File: src/inc/bvm_defs.svh
// register map, field positions, reset values and timing counts of the monitor block
`ifndef BVM_DEFS_SVH
`define BVM_DEFS_SVH

// ------------------------------------------------------------
// register indices (byte address is four times the index)
// ------------------------------------------------------------
`define BVM_IDX_DETECTOR_MODE_CONTROL 6'h00
`define BVM_IDX_DETECTOR_THRESHOLD_CODE 6'h01
`define BVM_IDX_MONITOR_LEVEL_CONTROL 6'h08
`define BVM_IDX_MONITOR_INTERRUPT_CONTROL 6'h09
`define BVM_IDX_MONITOR_INTERRUPT_FLAGS 6'h0a
`define BVM_IDX_MONITOR_STATUS 6'h0b

// ------------------------------------------------------------
// field positions
// ------------------------------------------------------------
`define BVM_RATE_BIT 4
`define BVM_RUN_MODE_HI 3
`define BVM_RUN_MODE_LO 2
`define BVM_SLEEP_MODE_HI 1
`define BVM_SLEEP_MODE_LO 0
`define BVM_TRIG_HI 2
`define BVM_TRIG_LO 1
`define BVM_IE_BIT 0
`define BVM_FLAG_BIT 0
`define BVM_STATUS_BIT 0
`define BVM_FUSE_LVL_HI 7
`define BVM_FUSE_LVL_LO 5

// ------------------------------------------------------------
// reset values of the software registers
// ------------------------------------------------------------
`define BVM_RST_LEVEL_CTRL 2'h0
`define BVM_RST_IRQ_CTRL 3'h0
`define BVM_RST_FLAGS 1'h0
`define BVM_RST_STATUS 1'h0

// ------------------------------------------------------------
// timing
// ------------------------------------------------------------
`define BVM_MCLK_KHZ 10000
`define BVM_PERIOD_FAST_US 1000
`define BVM_PERIOD_SLOW_US 8000
`define BVM_FAST_CYC (`BVM_PERIOD_FAST_US * `BVM_MCLK_KHZ / 1000)
`define BVM_SLOW_CYC (`BVM_PERIOD_SLOW_US * `BVM_MCLK_KHZ / 1000)
`define BVM_CCP_WINDOW 3'h4

`endif

File: src/inc/bvm_pkg.sv
// types shared by the monitor block modules
package bvm_pkg;

  // detector operating modes, in register code order
  typedef enum logic [1:0] {
    BVM_MODE_OFF,
    BVM_MODE_CONT,
    BVM_MODE_SAMPLED,
    BVM_MODE_CONT_HOLD
  } bvm_mode_t;

  // monitor trigger selections, in register code order
  typedef enum logic [1:0] {
    BVM_TRIG_BELOW,
    BVM_TRIG_ABOVE,
    BVM_TRIG_CROSS,
    BVM_TRIG_RSVD
  } bvm_trig_t;

endpackage

File: src/inc/bvm_mon_if.sv
// signals shared between the control core, the sampler and the level watcher
`timescale 1ns/1ps
`default_nettype none

interface bvm_mon_if;
  import bvm_pkg::*;
  bvm_mode_t det_mode;
  logic rate_slow;
  logic sample_tick;
  bvm_trig_t trig_sel;
  logic below;
  logic trig_event;

  modport core (output det_mode, output rate_slow, output trig_sel,
                input sample_tick, input below, input trig_event);
  modport sampler (input det_mode, input rate_slow, output sample_tick);
  modport watch (input det_mode, input sample_tick, input trig_sel,
                 output below, output trig_event);
endinterface

`default_nettype wire

File: src/rtl/bvm_sampler.sv
// sample-rate divider: one-cycle tick per detector sample in sampled mode
`timescale 1ns/1ps
`default_nettype none

`include "bvm_defs.svh"

module bvm_sampler
  import bvm_pkg::*;
#(
  parameter logic [16:0] FAST_CYC = 17'(`BVM_FAST_CYC),
  parameter logic [16:0] SLOW_CYC = 17'(`BVM_SLOW_CYC)
) (
  input wire logic mclk,
  input wire logic rst,
  bvm_mon_if.sampler mon
);

  logic [16:0] count;
  logic [16:0] period;

  // period follows the rate bit: 1 kHz when clear, 125 Hz when set
  assign period = mon.rate_slow ? SLOW_CYC : FAST_CYC;

  // free count while sampled; the compare uses >= so a rate change never overruns
  always_ff @(posedge mclk or posedge rst) begin
    if (rst) begin
      count <= 17'h00000;
      mon.sample_tick <= 1'b0;
    end else if (mon.det_mode != BVM_MODE_SAMPLED) begin
      count <= 17'h00000;
      mon.sample_tick <= 1'b0;
    end else if (count >= period - 17'h00001) begin
      count <= 17'h00000;
      mon.sample_tick <= 1'b1;
    end else begin
      count <= count + 17'h00001;
      mon.sample_tick <= 1'b0;
    end
  end

endmodule // bvm_sampler

`default_nettype wire

File: src/rtl/bvm_level_watch.sv
// synchronises the comparator, holds the below status and finds trigger events
`timescale 1ns/1ps
`default_nettype none

module bvm_level_watch
  import bvm_pkg::*;
(
  input wire logic mclk,
  input wire logic rst,
  input wire logic supply_below_pin,
  bvm_mon_if.watch mon
);

  logic sync_a;
  logic sync_b;
  logic update;

  // two-stage synchroniser on the analog comparator output
  always_ff @(posedge mclk or posedge rst) begin
    if (rst) begin
      sync_a <= 1'b0;
      sync_b <= 1'b0;
    end else begin
      sync_a <= supply_below_pin;
      sync_b <= sync_a;
    end
  end

  // monitor follows the detector: off holds, sampled takes ticks only
  always_comb begin
    case (mon.det_mode)
      BVM_MODE_OFF: update = 1'b0;
      BVM_MODE_SAMPLED: update = mon.sample_tick;
      default: update = 1'b1;
    endcase
  end

  // status is one while below the threshold; held stale when disabled
  always_ff @(posedge mclk or posedge rst) begin
    if (rst) begin
      mon.below <= 1'b0;
    end else if (update) begin
      mon.below <= sync_b;
    end
  end

  // event pulse on a crossing that matches the trigger selection
  always_ff @(posedge mclk or posedge rst) begin
    if (rst) begin
      mon.trig_event <= 1'b0;
    end else if (update && (sync_b != mon.below)) begin
      case (mon.trig_sel)
        BVM_TRIG_BELOW: mon.trig_event <= sync_b;
        BVM_TRIG_ABOVE: mon.trig_event <= ~sync_b;
        BVM_TRIG_CROSS: mon.trig_event <= 1'b1;
        default: mon.trig_event <= 1'b0;
      endcase
    end else begin
      mon.trig_event <= 1'b0;
    end
  end

endmodule // bvm_level_watch

`default_nettype wire

File: src/rtl/bvm_ctrl_regs.sv
// supply dropout detector and early warning monitor: APB registers and control
//
// The APB interface to the registers was left to the implementer.
`timescale 1ns/1ps
`default_nettype none

`include "bvm_defs.svh"

module bvm_ctrl_regs
  import bvm_pkg::*;
#(
  parameter logic [16:0] FAST_CYC = 17'(`BVM_FAST_CYC),
  parameter logic [16:0] SLOW_CYC = 17'(`BVM_SLOW_CYC)
) (
  input wire logic mclk,
  input wire logic rst,
  // apb slave
  input wire logic [7:0] paddr,
  input wire logic psel,
  input wire logic penable,
  input wire logic pwrite,
  input wire logic [31:0] pwdata,
  input wire logic [3:0] pstrb,
  output logic [31:0] prdata,
  output logic pready,
  output logic pslverr,
  // fuse contents, static after power-up
  input wire logic [7:0] detector_config_fuse,
  // cpu side pulses and the deep-sleep level on this clock
  input wire logic config_change_unlock,
  input wire logic instr_retired,
  input wire logic deep_sleep,
  // analog side pins
  input wire logic supply_below_pin,
  input wire logic detector_ready_pin,
  // towards the analog block and the core
  output logic [1:0] detector_mode,
  output logic detector_sample_strobe,
  output logic [2:0] threshold_code,
  output logic [1:0] monitor_margin_select,
  output logic monitor_active,
  output logic exec_hold,
  output logic supply_early_warning_irq
);

  // ------------------------------------------------------------
  // state
  // ------------------------------------------------------------
  logic fuse_pending;
  logic sample_rate_select;
  bvm_mode_t run_mode;
  bvm_mode_t sleep_mode;
  logic [2:0] threshold_reg;
  logic [1:0] margin_reg;
  bvm_trig_t trig_reg;
  logic monitor_irq_enable;
  logic monitor_irq_flag;
  logic [2:0] unlock_left;
  logic ready_a;
  logic ready_b;
  logic sleep_prev;
  bvm_mode_t next_mode;

  logic [5:0] reg_idx;
  logic wr_en;
  logic rd_setup;
  logic [7:0] wbyte;
  logic [7:0] rd_byte;

  bvm_mon_if mon ();

  // ------------------------------------------------------------
  // apb decode
  // ------------------------------------------------------------
  // zero wait states: read data is captured in the setup cycle so it can
  // come from a flip-flop and still be ready in the access cycle
  assign reg_idx = paddr[7:2];
  assign pready = 1'b1;
  assign pslverr = 1'b0; // reserved space answers with zero, not an error
  assign wr_en = psel & penable & pwrite & pstrb[0];
  assign rd_setup = psel & ~penable & ~pwrite;
  assign wbyte = pwdata[7:0];

  // read multiplexer; anything unlisted reads zero
  always_comb begin
    rd_byte = 8'h00;
    case (reg_idx)
      `BVM_IDX_DETECTOR_MODE_CONTROL: begin
        rd_byte[`BVM_RATE_BIT] = sample_rate_select;
        rd_byte[`BVM_RUN_MODE_HI:`BVM_RUN_MODE_LO] = run_mode;
        rd_byte[`BVM_SLEEP_MODE_HI:`BVM_SLEEP_MODE_LO] = sleep_mode;
      end
      `BVM_IDX_DETECTOR_THRESHOLD_CODE: begin
        rd_byte[2:0] = threshold_reg;
      end
      `BVM_IDX_MONITOR_LEVEL_CONTROL: begin
        rd_byte[1:0] = margin_reg;
      end
      `BVM_IDX_MONITOR_INTERRUPT_CONTROL: begin
        rd_byte[`BVM_TRIG_HI:`BVM_TRIG_LO] = trig_reg;
        rd_byte[`BVM_IE_BIT] = monitor_irq_enable;
      end
      `BVM_IDX_MONITOR_INTERRUPT_FLAGS: begin
        rd_byte[`BVM_FLAG_BIT] = monitor_irq_flag;
      end
      `BVM_IDX_MONITOR_STATUS: begin
        rd_byte[`BVM_STATUS_BIT] = mon.below;
      end
      default: rd_byte = 8'h00;
    endcase
  end

  // registered read data, upper bits always zero
  always_ff @(posedge mclk or posedge rst) begin
    if (rst) begin
      prdata <= 32'h00000000;
    end else if (rd_setup) begin
      prdata <= {24'h000000, rd_byte};
    end
  end

  // ------------------------------------------------------------
  // fuse load
  // ------------------------------------------------------------
  // the fuse is a level, so it is caught by a clocked load in the first
  // cycle after reset release rather than by the asynchronous reset
  always_ff @(posedge mclk or posedge rst) begin
    if (rst) begin
      fuse_pending <= 1'b1;
    end else begin
      fuse_pending <= 1'b0;
    end
  end

  // rate bit and run mode: fuse loaded, never written by software
  always_ff @(posedge mclk or posedge rst) begin
    if (rst) begin
      sample_rate_select <= 1'b0;
      run_mode <= BVM_MODE_OFF;
      threshold_reg <= 3'h0;
    end else if (fuse_pending) begin
      sample_rate_select <= detector_config_fuse[`BVM_RATE_BIT];
      run_mode <= bvm_mode_t'(detector_config_fuse[`BVM_RUN_MODE_HI:`BVM_RUN_MODE_LO]);
      threshold_reg <= detector_config_fuse[`BVM_FUSE_LVL_HI:`BVM_FUSE_LVL_LO];
    end
  end
  // bus writes never reach the read-only fields, so no unlock applies

  // ------------------------------------------------------------
  // configuration change unlock window
  // ------------------------------------------------------------
  // the key opens a window of four retired instructions; a fresh key
  // restarts it
  always_ff @(posedge mclk or posedge rst) begin
    if (rst) begin
      unlock_left <= 3'h0;
    end else if (config_change_unlock) begin
      unlock_left <= `BVM_CCP_WINDOW;
    end else if (instr_retired && unlock_left != 3'h0) begin
      unlock_left <= unlock_left - 3'h1;
    end
  end

  // deep-sleep mode: fuse loaded, then writable only inside the window
  always_ff @(posedge mclk or posedge rst) begin
    if (rst) begin
      sleep_mode <= BVM_MODE_OFF;
    end else if (fuse_pending) begin
      sleep_mode <= bvm_mode_t'(detector_config_fuse[`BVM_SLEEP_MODE_HI:`BVM_SLEEP_MODE_LO]);
    end else if (wr_en && reg_idx == `BVM_IDX_DETECTOR_MODE_CONTROL && unlock_left != 3'h0) begin
      sleep_mode <= bvm_mode_t'(wbyte[`BVM_SLEEP_MODE_HI:`BVM_SLEEP_MODE_LO]);
    end
  end

  // ------------------------------------------------------------
  // monitor configuration registers
  // ------------------------------------------------------------
  // margin code goes straight to the analog threshold ladder
  always_ff @(posedge mclk or posedge rst) begin
    if (rst) begin
      margin_reg <= `BVM_RST_LEVEL_CTRL;
    end else if (wr_en && reg_idx == `BVM_IDX_MONITOR_LEVEL_CONTROL) begin
      margin_reg <= wbyte[1:0];
    end
  end

  // trigger selection and interrupt enable
  always_ff @(posedge mclk or posedge rst) begin
    if (rst) begin
      trig_reg <= BVM_TRIG_BELOW;
      monitor_irq_enable <= 1'b0;
    end else if (wr_en && reg_idx == `BVM_IDX_MONITOR_INTERRUPT_CONTROL) begin
      trig_reg <= bvm_trig_t'(wbyte[`BVM_TRIG_HI:`BVM_TRIG_LO]);
      monitor_irq_enable <= wbyte[`BVM_IE_BIT];
    end
  end

  // ------------------------------------------------------------
  // monitor flag
  // ------------------------------------------------------------
  // a trigger in the same cycle as a clear keeps the flag set; events
  // only arrive while the detector runs, so a disabled detector holds it
  always_ff @(posedge mclk or posedge rst) begin
    if (rst) begin
      monitor_irq_flag <= `BVM_RST_FLAGS;
    end else if (mon.trig_event) begin
      monitor_irq_flag <= 1'b1;
    end else if (wr_en && reg_idx == `BVM_IDX_MONITOR_INTERRUPT_FLAGS
                 && wbyte[`BVM_FLAG_BIT]) begin
      monitor_irq_flag <= 1'b0;
    end
  end

  // request stands until software clears the flag or the enable
  assign supply_early_warning_irq = monitor_irq_enable & monitor_irq_flag;

  // ------------------------------------------------------------
  // mode selection across sleep
  // ------------------------------------------------------------
  // deep sleep picks the deep-sleep field; reserved code 3 runs as off
  always_comb begin
    if (fuse_pending) begin
      next_mode = BVM_MODE_OFF;
    end else if (deep_sleep) begin
      case (sleep_mode)
        BVM_MODE_CONT: next_mode = BVM_MODE_CONT;
        BVM_MODE_SAMPLED: next_mode = BVM_MODE_SAMPLED;
        default: next_mode = BVM_MODE_OFF;
      endcase
    end else begin
      next_mode = run_mode;
    end
  end

  // effective mode register feeds the analog block and the monitor
  always_ff @(posedge mclk or posedge rst) begin
    if (rst) begin
      mon.det_mode <= BVM_MODE_OFF;
    end else begin
      mon.det_mode <= next_mode;
    end
  end

  // ------------------------------------------------------------
  // wake hold
  // ------------------------------------------------------------
  // detector ready comes from the analog side, so it is synchronised
  always_ff @(posedge mclk or posedge rst) begin
    if (rst) begin
      ready_a <= 1'b0;
      ready_b <= 1'b0;
    end else begin
      ready_a <= detector_ready_pin;
      ready_b <= ready_a;
    end
  end

  // remembers the last sleep level to find the wake edge
  always_ff @(posedge mclk or posedge rst) begin
    if (rst) begin
      sleep_prev <= 1'b0;
    end else begin
      sleep_prev <= deep_sleep;
    end
  end

  // with run mode BVM_MODE_CONT_HOLD, execution is held from wake until the detector reports running;
  // a wake edge beats a ready seen in the same cycle
  always_ff @(posedge mclk or posedge rst) begin
    if (rst) begin
      exec_hold <= 1'b0;
    end else if (sleep_prev && !deep_sleep && run_mode == BVM_MODE_CONT_HOLD) begin
      exec_hold <= 1'b1;
    end else if (ready_b) begin
      exec_hold <= 1'b0;
    end
  end

  // ------------------------------------------------------------
  // outputs
  // ------------------------------------------------------------
  // analog controls are copied out of flip-flops
  always_ff @(posedge mclk or posedge rst) begin
    if (rst) begin
      threshold_code <= 3'h0;
      monitor_margin_select <= 2'h0;
      monitor_active <= 1'b0;
    end else begin
      threshold_code <= threshold_reg;
      monitor_margin_select <= margin_reg;
      monitor_active <= monitor_irq_enable & (next_mode != BVM_MODE_OFF);
    end
  end

  assign detector_mode = mon.det_mode;
  assign detector_sample_strobe = mon.sample_tick;

  // ------------------------------------------------------------
  // monitor plumbing
  // ------------------------------------------------------------
  assign mon.rate_slow = sample_rate_select;
  assign mon.trig_sel = trig_reg;

  // sample divider, long counts shortened through the parameters
  bvm_sampler #(
    .FAST_CYC(FAST_CYC),
    .SLOW_CYC(SLOW_CYC)
  ) u_sampler (
    .mclk(mclk),
    .rst(rst),
    .mon(mon.sampler)
  );

  // comparator synchroniser and event finder
  bvm_level_watch u_watch (
    .mclk(mclk),
    .rst(rst),
    .supply_below_pin(supply_below_pin),
    .mon(mon.watch)
  );

endmodule // bvm_ctrl_regs

`default_nettype wire

File: config.mk
export PLATFORM = sky130hd
export DESIGN_NAME = bvm_ctrl_regs
export DESIGN_NICKNAME = d
export VERILOG_FILES = /design/src/inc/bvm_pkg.sv /design/src/inc/bvm_mon_if.sv /design/src/rtl/bvm_sampler.sv /design/src/rtl/bvm_level_watch.sv /design/src/rtl/bvm_ctrl_regs.sv
export VERILOG_INCLUDE_DIRS = /design/src /design/src/inc
export SDC_FILE = /design/constraint.sdc
export NUM_CORES = 1
export LEC_CHECK = 0
export BUFFER_PORTS_ARGS = -buffer_cell sky130_fd_sc_hd__buf_4
export CAP_MARGIN = 25
export CORE_MARGIN = 8
export CORE_UTILIZATION = 54
export DETAILED_ROUTE_END_ITERATION = 6
export PLACE_DENSITY = 0.85
export SETUP_SLACK_MARGIN = 0.1
export SLEW_MARGIN = 10
export SYNTH_ARGS = -nofsm -noshare
export SYNTH_HDL_FRONTEND = slang
export SYNTH_HIERARCHICAL = 1
export SYNTH_SLANG_ARGS = --single-unit
File: constraint.sdc
create_clock -name mclk -period 4.8 [get_ports mclk]
set_clock_uncertainty 0.15 [all_clocks]
set_input_delay 0.24 -clock mclk [delete_from_list [all_inputs] [get_ports mclk]]
set_output_delay 0.24 -clock mclk [all_outputs]
set_load 0.02 [all_outputs]
==> results.md <==
- Most frequent cells in the layout: dfrtp_1, buf_4, conb_1, nand2_1, dlygate4sd3_1
- Cell accounting for the most synthesized area: dfrtp_1
- GRT Total Usage: 0.1671
- Main synth FF type: dfrtp_1
- Yosys top cell area share: 0.4493
- Vias in the first global route: 2398
- Worst r2r src: mon.rate_slow
- Worst reg-to-reg path cell count: 6
- Sequential power share: 0.471
- Final worst path period need: 2.958 ns
- Net count reported at finish: 412
- Top Ports: 107
- First-pass GRT wire length: 11260 um
- Starting Density: 0.5630
- Max-Cap Viols: 0
- Top flop regs: u_sampler/count: 17 flops, prdata: 5 flops
- Largest net degree at the start of global routing: 36
- Gate power share: 0.135
- Clk slew on worst S/H paths: 0.06 ns
- Avg Cell Area, Syn: 11.26 um^2
- Post-CTS Setup Bufs: 0
- F_max: 338.1 MHz
- WHS Path Cells: 2
- Largest register FFs: 17
- DP Area: 3415 um^2
- Post-Syn Area: 3119 um^2
- Min-delay worst type: in -> reg
- Core ar.: 5540 um^2
- Die area: 8464 um^2
- Power Internal: 821.1 uW
- Clk network pwr share: 0.394
- Worst slew pin tran: 0.9748 ns
- Hold Crit Endpoint: mon.trig_sel[0]
- Maximum clock path buffer count: 2
- Tot Pwr: 1115 uW
- DR pass1 iterations: 4
- RR Endpoint: u_sampler/count[13]
- Port buffer count: 43
- Max rail drop VDD: 0.0002699 V
- Critical Path, Cell by Cell: inv_1, ha_1, a21oi_1, o22ai_1, or4b_1, a2111oi_2
- GPL Wtd Cong: 0.8516
- Cell family with most CP delay: simple AND/OR/NAND/NOR gates
- Crit share post-route: 0.6162
- Via count: 2274
- Syn-to-layout area delta: 20.70%
- Die outline height: 92 um
- Reg2reg setup slack: 1.84 ns
- Design area: 3765 um^2
- Most common cell after layout, fill and taps aside: dfrtp_1
- RSZ-0062 raised after global routing: false
- Crit-path max FO: 17
- Kind of end point of the critical path: flip-flop
- Rows: 27
- Reg with most FFs: u_sampler/count
- CTS root buffer: clkbuf_8
- Hpwl dp: 4980 um
- Sw power: 294.0 uW
- Num CTS Buffers: 9
- Critical Path RT: 4.85 ns
- Sink Count: 57
- Post-CTS sizing: 0
- Share of layout cells above drive strength 1: 0.2886
- Outcome: finished, final reports clean
- Synth warnings: 6
- Final Util: 0.6795
- Sequential area share after synthesis: 0.4577
- Final Hold Vio Count: 0
- Slew Limit Headroom: 0.3501
- WS Path Type: reg -> reg
- EDFF count, synth: 0
- Hold buffer count at cts: 15
- FFs w/ async S/R, synth: 1.000
- FILL cells: 399
- Avg WL per Cell: 16.25 um
- Post-Route WL: 6758 um
- Synth Register Bits: 57
- Buf/Inv on CP: 1
- Yosys cell types: 54
- Critical path's slowest cell: or4b_1
- CTS tree: done
- Synth area leaders: dfrtp_1, buf_4, mux2_2
- Antenna viol nets, final: 0
- Max incr delay on CP: 0.92 ns
- Final setup vio count: 0
- Clock Latency Late Sink: 0.33 ns
- Gr ovfl total: 0
- Initial antenna violation count: 1
- Power per cell area: 296.2 nW/um^2
- Residual DRC: 0
- Post-synthesis instance total: 277
- Critical Path AT: 3.01 ns
- Setup TNS Final: 0 ns
- Leak Pwr: 0.001751 uW
- Worst Min Path Start: pwdata[1]
- Die Span X: 92 um
- Vias per cell: 5.466
- Slew Limit Fails: 0
- Sw Ratio: 0.2637
- H-tree depth: 3
- Initial drt markers: 107
- Worst Setup Start Kind: flip-flop
==> cells by family (layout without fill, tap and decap cells) <==
family          Yosys count  after routing  share of synthesized area
fa+ha+maj                12             12                    0.04813
flops                    57             57                     0.4577
compound gates           36             36                    0.08624
mux                      19             19                    0.07140
other cells               2             31                   0.002408
simple gates             87             87                     0.1949
xor+xnor                 12             12                    0.03369
buf+inv                  52             90                     0.1055
==> worst register-to-register path: cells and delay by family (launching register included) <==
family                     cells  cell delay, ns
AOI/OAI and AO/OA              3            0.75
and+or+nand+nor                1            0.92
DFF                            1            0.46
buffers and inverters          1            0.18
adders and majority gates      1            0.37
==> final cells by class <==
cell class              instances  area (um^2)  share of cell area
clock buffers                  11        141.4             0.03755
inverters                      13        48.80             0.01296
multi-input cells             196         1483              0.3938
flip-flops and latches         57         1428              0.3792
clock inverters                 5        56.30             0.01496
diodes                          1        2.502           0.0006647
well taps                      72        90.09             0.02393
repair buffers                 61        515.5              0.1369
==> per-stage QoR <==
step	hold slack [ns]	setup WS [ns]	cells
after CTS	0.0001046	1.844	415
after global placement	0.005690	1.963	383
after floorplan	-0.1439	2.482	305
final	0.01536	1.842	416
after global routing	0.002214	1.602	416
after detailed placement	0.007881	1.879	384
==> worst max path at each step <==
stage                             start             endpoint  slack, ns  cells after the start
after floorplan           mon.rate_slow   u_sampler/count[4]       2.48                      8
after CTS                 mon.rate_slow  u_sampler/count[13]       1.84                      6
after global routing      mon.rate_slow  u_sampler/count[13]       1.60                      6
after detailed placement  mon.rate_slow  u_sampler/count[13]       1.88                      6
final                     mon.rate_slow  u_sampler/count[13]       1.84                      6
after global placement    mon.rate_slow  u_sampler/count[16]       1.96                      6
==> synthesized netlist by cell type, types with 3 or more instances <==
library cell	number
and3_1	4
nor4_2	10
nand4_1	7
ha_1	12
xor2_1	8
a21oi_1	8
inv_1	13
nor2_1	3
buf_2	5
and2_1	3
nand2b_1	3
xnor2_1	4
dfrtp_1	56
a2111oi_2	5
mux2_2	14
o21ai_0	8
nand3_1	11
or3_1	5
nand2_1	17
buf_4	30
==> metal layers <==
| metal | GRT usage | wire [um] | up-vias |
|---|---|---|---|
| met3 | 0.04808 | 414 | 12 |
| li1 | - | - | 1068 |
| met1 | 0.1952 | 2772 | 1126 |
| met5 | 0 | 0 | - |
| met2 | 0.2706 | 3436 | 68 |
| met4 | 0.09262 | 134 | 0 |
==> power by group through the flow <==
stage	registers, uW	clock network, uW	logic, uW
after detailed placement	534	0	137
final	525	440	150
after global routing	528	471	164
after CTS	525	452	149
after floorplan	534	0	106
after global placement	532	0	133
Note: power is estimated with default switching activity, not from simulation.
